[src/dpwm_pkg.sv]
package dpwm_pkg;
   // Register byte offsets, one 32-bit word each
   localparam logic [7:0] DPWM_CTRL_OFF = 8'h00;
   localparam logic [7:0] DPWM_DUTY1_LO_OFF = 8'h04;
   localparam logic [7:0] DPWM_DUTY1_HI_OFF = 8'h08;
   localparam logic [7:0] DPWM_PERIOD1_OFF = 8'h0C;
   localparam logic [7:0] DPWM_DUTY2_LO_OFF = 8'h10;
   localparam logic [7:0] DPWM_DUTY2_HI_OFF = 8'h14;
   localparam logic [7:0] DPWM_PERIOD2_OFF = 8'h18;
   localparam logic [7:0] DPWM_LATCH1_LO_OFF = 8'h1C;
   localparam logic [7:0] DPWM_LATCH1_HI_OFF = 8'h20;
   localparam logic [7:0] DPWM_LATCH2_LO_OFF = 8'h24;
   localparam logic [7:0] DPWM_LATCH2_HI_OFF = 8'h28;
   localparam logic [7:0] DPWM_TIMER1_LO_OFF = 8'h2C;
   localparam logic [7:0] DPWM_TIMER1_HI_OFF = 8'h30;
   localparam logic [7:0] DPWM_TIMER2_LO_OFF = 8'h34;
   localparam logic [7:0] DPWM_TIMER2_HI_OFF = 8'h38;
   localparam logic [7:0] DPWM_INT_STATUS_OFF = 8'h3C;
   localparam logic [7:0] DPWM_INT_MASK_OFF = 8'h40;
   // Control field positions
   localparam int DPWM_T1_PS_LSB = 0;
   localparam int DPWM_T2_PS_LSB = 2;
   localparam int DPWM_T1_EN_BIT = 4;
   localparam int DPWM_T2_EN_BIT = 5;
   localparam int DPWM_P1_OE_BIT = 6;
   localparam int DPWM_P2_OE_BIT = 7;
   // Reset values
   localparam logic [7:0] DPWM_CTRL_RST = 8'h00;
   localparam logic [7:0] DPWM_DUTY_LO_RST = 8'h00;
   localparam logic [7:0] DPWM_DUTY_HI_RST = 8'h60;
   localparam logic [7:0] DPWM_PERIOD_RST = 8'h00;
   localparam logic [1:0] DPWM_INT_RST = 2'h0;
   // Prescale select codes and their last count (ratio minus one)
   typedef enum logic [1:0] {
      DPWM_PS_DIV2 = 2'b00,
      DPWM_PS_DIV8 = 2'b01,
      DPWM_PS_DIV32 = 2'b10,
      DPWM_PS_DIV64 = 2'b11
   } dpwm_ps_t;
   localparam logic [5:0] DPWM_LAST_DIV2 = 6'h01;
   localparam logic [5:0] DPWM_LAST_DIV8 = 6'h07;
   localparam logic [5:0] DPWM_LAST_DIV32 = 6'h1F;
   localparam logic [5:0] DPWM_LAST_DIV64 = 6'h3F;
   // Prescaled oscillator periods per timer increment, as last quarter index
   localparam logic [1:0] DPWM_LAST_QUARTER = 2'h3;
endpackage
[src/dpwm_channel.sv]
`timescale 1ns/1ns
`default_nettype none
module dpwm_channel
   import dpwm_pkg::*;
#(
   parameter int TW = 10
) (
   input wire logic pclk,
   input wire logic presetn,
   input wire logic enable,
   input wire logic [1:0] ps_sel,
   input wire logic ps_clear,
   input wire logic [7:0] period_value,
   input wire logic [TW-1:0] duty_value,
   input wire logic tmr_load,
   input wire logic [TW-1:0] tmr_load_val,
   output logic [TW-1:0] channel_timer,
   output logic [TW-1:0] duty_latch,
   output logic pulse,
   output logic period_match
);
   logic [5:0] ps_reg;
   logic [1:0] q_reg;
   logic [TW-1:0] tmr_reg;
   logic [TW-1:0] latch_reg;
   logic out_reg;

   // Prescaler terminal count per select code
   wire [5:0] ps_last = (ps_sel == DPWM_PS_DIV2) ? DPWM_LAST_DIV2 :
                        (ps_sel == DPWM_PS_DIV8) ? DPWM_LAST_DIV8 :
                        (ps_sel == DPWM_PS_DIV32) ? DPWM_LAST_DIV32 : DPWM_LAST_DIV64;
   wire step = enable && (ps_reg == ps_last);
   // Fine count in prescaled oscillator periods; timer is its upper part
   wire [TW+1:0] fine = {tmr_reg, q_reg};
   wire [TW+1:0] fine_next = fine + (TW+2)'(1);
   wire at_period = (tmr_reg == TW'(period_value)) && (q_reg == DPWM_LAST_QUARTER);
   wire match = step && at_period;
   wire duty_hit = step && !match && (fine_next == (TW+2)'(latch_reg));

   // Prescaler, cleared by control and own-timer writes so a new ratio starts clean
   always_ff @(posedge pclk or negedge presetn) begin
      if (!presetn) begin
         ps_reg <= 6'h00;
      end else if (ps_clear || step) begin
         ps_reg <= 6'h00;
      end else if (enable) begin
         ps_reg <= ps_reg + 6'h01;
      end
   end

   // Timer: halts when disabled, wraps after period match
   always_ff @(posedge pclk or negedge presetn) begin
      if (!presetn) begin
         tmr_reg <= '0;
         q_reg <= 2'h0;
      end else if (tmr_load) begin
         tmr_reg <= tmr_load_val;
         q_reg <= 2'h0;
      end else if (match) begin
         tmr_reg <= '0;
         q_reg <= 2'h0;
      end else if (step) begin
         {tmr_reg, q_reg} <= fine_next;
      end
   end

   // Duty latch and output level
   always_ff @(posedge pclk or negedge presetn) begin
      if (!presetn) begin
         latch_reg <= '0;
         out_reg <= 1'b0;
      end else if (match) begin
         latch_reg <= duty_value;
         out_reg <= (duty_value != '0);
      end else if (duty_hit) begin
         out_reg <= 1'b0;
      end
   end

   assign channel_timer = tmr_reg;
   assign duty_latch = latch_reg;
   assign pulse = out_reg;
   assign period_match = match;
endmodule // dpwm_channel
`default_nettype wire

[src/dpwm_dual_timer.sv]
`timescale 1ns/1ns
`default_nettype none
// Function
// - Timer equal to period clears to zero on next increment.
// - Period-match increment sets pulse output high unless duty is zero.
// - Period-match increment copies duty value into duty latch.
// - Period-match increment sets the channel's period-match flag.
// - PWM period is (period+1) times four times prescale oscillator cycles.
// - Duty latch equal to the fine count (timer and quarter bits) drives pulse output low.
// - Duty writes accepted anytime, latched only at next timer clear.
// - High time is duty times prescale oscillator cycles.
// - Each channel timer is a 10-bit up counter with own prescaler.
// - Prescale ratios 1:2, 1:8, 1:32, 1:64 via two bits per timer.
// - Prescaler clears on timer write, control write and reset.
// - Control bits 7..0: out2 en, out1 en, t2 en, t1 en, t2 ps, t1 ps.
// - Resets clear control, period, duty low and latch duty bits; duty high resets to 60h.
// - Clearing a timer enable stops that timer; bits 4 and 5.
module dpwm_dual_timer
   import dpwm_pkg::*;
#(
   parameter int TW = 10
) (
   input wire logic pclk,
   input wire logic presetn,
   input wire logic psel,
   input wire logic penable,
   input wire logic pwrite,
   input wire logic [7:0] paddr,
   input wire logic [31:0] pwdata,
   output logic [31:0] prdata,
   output logic pready,
   output logic pslverr,
   output logic pulse1_output,
   output logic pulse2_output,
   output logic irq
);
   // Software-visible registers
   logic [7:0] ctrl_reg;
   logic [7:0] duty1_lo_reg;
   logic [7:0] duty1_hi_reg;
   logic [7:0] period1_reg;
   logic [7:0] duty2_lo_reg;
   logic [7:0] duty2_hi_reg;
   logic [7:0] period2_reg;
   logic [1:0] int_status_reg;
   logic [1:0] int_mask_reg;
   // Bus answer and output flops
   logic [31:0] prdata_reg;
   logic pready_reg;
   logic pslverr_reg;
   logic pulse1_reg;
   logic pulse2_reg;
   logic irq_reg;
   // Channel results
   logic [TW-1:0] timer1;
   logic [TW-1:0] timer2;
   logic [TW-1:0] latch1;
   logic [TW-1:0] latch2;
   logic out1;
   logic out2;
   logic match1;
   logic match2;

   // Bus phases; the slave answers in the first access cycle
   wire setup_ph = psel && !penable;
   wire access_ok = psel && penable && pready_reg;
   wire wr_en = access_ok && pwrite;
   wire [7:0] wbyte = pwdata[7:0];

   // Address decode
   wire hit_ctrl = (paddr == DPWM_CTRL_OFF);
   wire hit_d1l = (paddr == DPWM_DUTY1_LO_OFF);
   wire hit_d1h = (paddr == DPWM_DUTY1_HI_OFF);
   wire hit_p1 = (paddr == DPWM_PERIOD1_OFF);
   wire hit_d2l = (paddr == DPWM_DUTY2_LO_OFF);
   wire hit_d2h = (paddr == DPWM_DUTY2_HI_OFF);
   wire hit_p2 = (paddr == DPWM_PERIOD2_OFF);
   wire hit_l1l = (paddr == DPWM_LATCH1_LO_OFF);
   wire hit_l1h = (paddr == DPWM_LATCH1_HI_OFF);
   wire hit_l2l = (paddr == DPWM_LATCH2_LO_OFF);
   wire hit_l2h = (paddr == DPWM_LATCH2_HI_OFF);
   wire hit_t1l = (paddr == DPWM_TIMER1_LO_OFF);
   wire hit_t1h = (paddr == DPWM_TIMER1_HI_OFF);
   wire hit_t2l = (paddr == DPWM_TIMER2_LO_OFF);
   wire hit_t2h = (paddr == DPWM_TIMER2_HI_OFF);
   wire hit_ist = (paddr == DPWM_INT_STATUS_OFF);
   wire hit_imk = (paddr == DPWM_INT_MASK_OFF);
   wire hit_any = hit_ctrl | hit_d1l | hit_d1h | hit_p1 | hit_d2l | hit_d2h | hit_p2 |
                  hit_l1l | hit_l1h | hit_l2l | hit_l2h | hit_t1l | hit_t1h |
                  hit_t2l | hit_t2h | hit_ist | hit_imk;
   // Latch registers are not writable; writing them is an error
   wire hit_ro = hit_l1l | hit_l1h | hit_l2l | hit_l2h;
   wire bad_acc = !hit_any || (pwrite && hit_ro);

   // Write strobes, effective only on the accepted access edge
   wire wr_ctrl = wr_en && hit_ctrl;
   wire wr_t1l = wr_en && hit_t1l;
   wire wr_t1h = wr_en && hit_t1h;
   wire wr_t2l = wr_en && hit_t2l;
   wire wr_t2h = wr_en && hit_t2h;
   wire wr_ist = wr_en && hit_ist;

   // Control fields
   wire [1:0] t1_ps = ctrl_reg[DPWM_T1_PS_LSB +: 2];
   wire [1:0] t2_ps = ctrl_reg[DPWM_T2_PS_LSB +: 2];
   wire t1_en = ctrl_reg[DPWM_T1_EN_BIT];
   wire t2_en = ctrl_reg[DPWM_T2_EN_BIT];
   wire p1_oe = ctrl_reg[DPWM_P1_OE_BIT];
   wire p2_oe = ctrl_reg[DPWM_P2_OE_BIT];

   // Ten-bit duty values from high bits 1:0 and low byte
   wire [TW-1:0] duty1 = {duty1_hi_reg[1:0], duty1_lo_reg};
   wire [TW-1:0] duty2 = {duty2_hi_reg[1:0], duty2_lo_reg};

   // Timer load: each half write keeps the other half of the running count
   wire t1_load = wr_t1l || wr_t1h;
   wire t2_load = wr_t2l || wr_t2h;
   wire [TW-1:0] t1_val = wr_t1h ? {wbyte[1:0], timer1[7:0]} : {timer1[TW-1:8], wbyte};
   wire [TW-1:0] t2_val = wr_t2h ? {wbyte[1:0], timer2[7:0]} : {timer2[TW-1:8], wbyte};

   // Prescaler clear on control write or own timer write
   wire ps1_clr = wr_ctrl || t1_load;
   wire ps2_clr = wr_ctrl || t2_load;

   // Interrupt status: hardware set wins over a same-cycle write-one clear
   wire [1:0] ev = {match2, match1};
   wire [1:0] w1c = wr_ist ? wbyte[1:0] : 2'h0;
   wire [1:0] int_status_next = (int_status_reg & ~w1c) | ev;
   wire irq_next = |(int_status_next & int_mask_reg);

   // Read mux; timers read as zero since the count is not readable
   wire [7:0] rd_byte = hit_ctrl ? ctrl_reg :
                        hit_d1l ? duty1_lo_reg :
                        hit_d1h ? duty1_hi_reg :
                        hit_p1 ? period1_reg :
                        hit_d2l ? duty2_lo_reg :
                        hit_d2h ? duty2_hi_reg :
                        hit_p2 ? period2_reg :
                        hit_l1l ? latch1[7:0] :
                        hit_l1h ? {6'h00, latch1[TW-1:8]} :
                        hit_l2l ? latch2[7:0] :
                        hit_l2h ? {6'h00, latch2[TW-1:8]} :
                        hit_ist ? {6'h00, int_status_reg} :
                        hit_imk ? {6'h00, int_mask_reg} : 8'h00;

   // Answer flops: data and error prepared during setup
   always_ff @(posedge pclk or negedge presetn) begin
      if (!presetn) begin
         pready_reg <= 1'b0;
         pslverr_reg <= 1'b0;
         prdata_reg <= 32'h0000_0000;
      end else begin
         pready_reg <= setup_ph;
         pslverr_reg <= setup_ph && bad_acc;
         prdata_reg <= (setup_ph && !pwrite && !bad_acc) ? {24'h00_0000, rd_byte} : 32'h0000_0000;
      end
   end

   // Control register
   always_ff @(posedge pclk or negedge presetn) begin
      if (!presetn) begin
         ctrl_reg <= DPWM_CTRL_RST;
      end else if (wr_ctrl) begin
         ctrl_reg <= wbyte;
      end
   end

   // Channel 1 duty and period; new duty waits in the latch stage
   always_ff @(posedge pclk or negedge presetn) begin
      if (!presetn) begin
         duty1_lo_reg <= DPWM_DUTY_LO_RST;
         duty1_hi_reg <= DPWM_DUTY_HI_RST;
         period1_reg <= DPWM_PERIOD_RST;
      end else if (wr_en) begin
         if (hit_d1l) duty1_lo_reg <= wbyte;
         if (hit_d1h) duty1_hi_reg <= wbyte;
         if (hit_p1) period1_reg <= wbyte;
      end
   end

   // Channel 2 duty and period
   always_ff @(posedge pclk or negedge presetn) begin
      if (!presetn) begin
         duty2_lo_reg <= DPWM_DUTY_LO_RST;
         duty2_hi_reg <= DPWM_DUTY_HI_RST;
         period2_reg <= DPWM_PERIOD_RST;
      end else if (wr_en) begin
         if (hit_d2l) duty2_lo_reg <= wbyte;
         if (hit_d2h) duty2_hi_reg <= wbyte;
         if (hit_p2) period2_reg <= wbyte;
      end
   end

   // Interrupt status, mask and level output
   always_ff @(posedge pclk or negedge presetn) begin
      if (!presetn) begin
         int_status_reg <= DPWM_INT_RST;
         int_mask_reg <= DPWM_INT_RST;
         irq_reg <= 1'b0;
      end else begin
         int_status_reg <= int_status_next;
         if (wr_en && hit_imk) int_mask_reg <= wbyte[1:0];
         irq_reg <= irq_next;
      end
   end

   // Pins are gated by output enables; a timer-only channel holds its pin low
   always_ff @(posedge pclk or negedge presetn) begin
      if (!presetn) begin
         pulse1_reg <= 1'b0;
         pulse2_reg <= 1'b0;
      end else begin
         pulse1_reg <= out1 && p1_oe;
         pulse2_reg <= out2 && p2_oe;
      end
   end

   // Two identical channels
   dpwm_channel #(.TW(TW)) u_ch1 (
      .pclk(pclk),
      .presetn(presetn),
      .enable(t1_en),
      .ps_sel(t1_ps),
      .ps_clear(ps1_clr),
      .period_value(period1_reg),
      .duty_value(duty1),
      .tmr_load(t1_load),
      .tmr_load_val(t1_val),
      .channel_timer(timer1),
      .duty_latch(latch1),
      .pulse(out1),
      .period_match(match1)
   );

   dpwm_channel #(.TW(TW)) u_ch2 (
      .pclk(pclk),
      .presetn(presetn),
      .enable(t2_en),
      .ps_sel(t2_ps),
      .ps_clear(ps2_clr),
      .period_value(period2_reg),
      .duty_value(duty2),
      .tmr_load(t2_load),
      .tmr_load_val(t2_val),
      .channel_timer(timer2),
      .duty_latch(latch2),
      .pulse(out2),
      .period_match(match2)
   );

   assign prdata = prdata_reg;
   assign pready = pready_reg;
   assign pslverr = pslverr_reg;
   assign pulse1_output = pulse1_reg;
   assign pulse2_output = pulse2_reg;
   assign irq = irq_reg;
endmodule // dpwm_dual_timer
`default_nettype wire

[config.mk]
export PLATFORM = sky130hd
export DESIGN_NAME = dpwm_dual_timer
export DESIGN_NICKNAME = d
export VERILOG_FILES = /design/src/dpwm_pkg.sv /design/src/dpwm_channel.sv /design/src/dpwm_dual_timer.sv
export SDC_FILE = /design/constraint.sdc
export NUM_CORES = 1
export LEC_CHECK = 0
export ABC_AREA = 1
export BUFFER_PORTS_ARGS = -buffer_cell sky130_fd_sc_hd__buf_2
export CAP_MARGIN = 20
export CORE_AREA = 10 10 128 130
export CTS_BUF_LIST = sky130_fd_sc_hd__clkbuf_16
export DETAILED_ROUTE_END_ITERATION = 12
export DIE_AREA = 0 0 138 140
export GPL_TIMING_DRIVEN = 0
export PLACE_DENSITY = 0.75
export SYNTH_ARGS = -nofsm -noshare
export SYNTH_HDL_FRONTEND = slang
export SYNTH_SLANG_ARGS = --single-unit
[constraint.sdc]
create_clock -name pclk -period 3.75 [get_ports pclk]
set_clock_uncertainty 0.15 [all_clocks]
set_input_delay 0.375 -clock pclk [delete_from_list [all_inputs] [get_ports pclk]]
set_output_delay 0.375 -clock pclk [all_outputs]
set_load 0.005 [all_outputs]
==> qor.yml <==
syn_area_per_cell_um2: 7.67
antennaDiodeCount: 0
hpwl_um: 16200
drc: 0
synth_warnings: 0
end_kind: "flop"
hold_violations: 0
synth-seq-cells: 131
synth_edf_count: 0
cts_tree: "done"
status: "finished clean"
hold_class: "in -> reg"
grt_pass1_vias: 6507
worstPathMaxFanout: 10
clkTransAtPathRegs_ns: 0.06
gp_congestion: 0.954
rrSetupSlack_ns: 1.42
yosys.cell_types.count: 52
die_area_mm2: 0.0193
htreeDepth: 4
portBuffers: 33
crit_slowest_cell: "dlygate4sd3_1"
tightest_slew_ns: 0.616
p_leak_nw: 4.22
avgRoutedWirePerCell_um: 17.3
post_cts.repair.setup_buffers: 0
synth_ff_type: "dfrtp_1"
cp.required_ns: 3.91
syn-cell-area_mm2: 0.00748
via_per_inst: 5.53
grt_first_pass_wirelength_um: 34600
cts_buffer_depth: 2
timing.rr.end: "irq"
start_util: 0.543
cp.arrival_ns: 2.73
fmax_mhz: 390
cp_num_buf_inv: 4
irDropWorstVdd_uv: 319
ant_nets: 0
worstHoldStart: "psel"
crit-reg2reg-launch: "pready"
drive_above_1_share: 0.144
final.period_utilization: 0.685
setup_viol_count_final: 0
slew_viol_final: 0
timing.final.ws_setup_ns: 1.18
maxCapViolations: 0
place_ws_ns: 1.36
path_cells: "dlygate4sd3_1 > buf_2 > nand4_1 > inv_1 > buf_2 > nand2_1 > o21ai_0 > o21ai_0 > a22o_1"
post-route-min-period_ns: 2.57
grtUsageTotal: 0.221
drt_iter0_markers: 761
p_per_area_mw_per_mm2: 526
detail_route.first_pass.iterations: 5
fp.dieH_um: 140
final_cell_mix: "nand2_1, dfrtp_1, inv_1"
postPlaceCellArea_mm2: 0.00799
relSlewSlack: 0.589
clock_sinks: 131
critPathKind: "in -> reg"
stdcell_area_mm2: 0.00860
cts_buffers: 17
yosysSeqAreaShare: 0.439
core_area_mm2: 0.0138
tns_ns: 0
vias: 6890
fp-row-count: 43
grt_max_degree: 69
final_nets: 1102
crit_family: "buffers and inverters"
drt_wl_total_um: 21500
crit_path_start_kind: "primary input"
r2r_cells: 7
layout_commonest_cell: "nand2_1"
min_delay_path_depth: 3
critPathMaxStageDelay_ns: 0.54
rsz0062_at_grt: "false"
stdcell_count: 1246
num_io_pins: 82
hold_end: "pready"
area_delta_synth_final_pct: 15.0
clkLatencyLatePin_ns: 0.42
cts-resized-gates: 0
dp_cells: 1212
gr-total-overflow: 0
synth_cells: 975
antenna_found_initial: 0
die_w_um: 138
async_flop_share: 1.00
clock-root-buffer: "clkbuf_16"
cell usage after synthesis, types with 4 or more instances:
library cell	n	share of area
dfrtp_1	127	0.43
mux2_2	6	0.0090
inv_2	10	0.0050
xor2_1	19	0.022
a21oi_1	70	0.047
inv_1	118	0.059
nand3_2	4	0.0054
buf_4	25	0.025
nor2_4	9	0.014
nor3_1	11	0.0074
clkbuf_1	5	0.0025
dfstp_2	4	0.014
o211ai_1	4	0.0040
nand2_1	225	0.11
a22oi_1	8	0.0080
nor2_2	5	0.0042
ha_1	4	0.0067
xnor2_1	12	0.014
buf_2	7	0.0047
o21ai_0	93	0.062
nand4_1	21	0.018
nand2_2	4	0.0033
nor2_1	90	0.045
nand3_1	53	0.035
logic make-up after synthesis:
| group | count (synthesis) | share of synthesized area |
|---|---|---|
| adders and majority gates | 4 | 0.00669 |
| DFF | 131 | 0.439 |
| other | 1 | 0.000502 |
| muxes | 8 | 0.0119 |
| buffers and inverters | 170 | 0.102 |
| xor gates and xnor gates | 31 | 0.0363 |
| and+or+nand+nor | 438 | 0.265 |
| AOI/OAI and AO/OA | 192 | 0.138 |
final cells by class:
type / instances / area (um2)
Buffer: 40 / 275
Clock buffer: 17 / 425
Clock inverter: 15 / 165
Fill cell: 1225 / 5170
Inverter: 130 / 489
Multi-Input combinational cell: 697 / 3520
Sequential cell: 131 / 3280
Tap cell: 180 / 225
Timing Repair Buffer: 36 / 219
report_power, final:
group | total [mW] | internal, mW | switching (mW)
Combinational | 1.05 | 0.420 | 0.626
Clock | 1.68 | 1.04 | 0.647
Sequential | 1.80 | 1.59 | 0.205
Total | 4.53 | 3.05 | 1.48
tightest hold or removal path: cells and delay by family:
family / cells / cell delay, ns
buf+inv: 2 / 0.17
simple gates: 1 / 0.05
per-layer routing:
metal  vias up  global-route usage  routed length [um]
li1       3298                   -                   -
met1      3264               0.282                8970
met2       283               0.361               10300
met3        45              0.0402                1590
met4         0              0.0966                 716
met5         -                   0                   0
how the worst max path moves through the flow:
| stage | start | end | depth (start not counted) | slack [ns] |
|---|---|---|---|---|
| 2_1_floorplan | u_ch2.q_reg[0] | u_ch2.duty_latch[0] | 6 | 1.88 |
| 3_3_place_gp | presetn | u_ch1.q_reg[1] | 1 | 0.35 |
| 3_5_place_dp | paddr[7] | u_ch1.channel_timer[3] | 12 | 1.36 |
| 4_1_cts | penable | irq | 9 | 1.31 |
| 5_1_grt | penable | irq | 9 | 1.10 |
| 6_report | penable | irq | 9 | 1.18 |
what timing repair did:
item / in CTS / in global routing
hold endpoints to repair: 62 / 0
endpoints found under the setup margin: 0 / 0
hold buffers: 2 / 0
through the flow:
step	total power, mW	util	hold WS (ns)
after floorplan	2.57	-	-0.0706
after global placement	2.81	0.577	0.317
after detailed placement	2.84	0.580	0.259
after CTS	4.52	0.624	0.0497
after global routing	4.78	0.624	0.0889
final	4.53	0.624	0.0594
(Power assumes the default switching activity.)
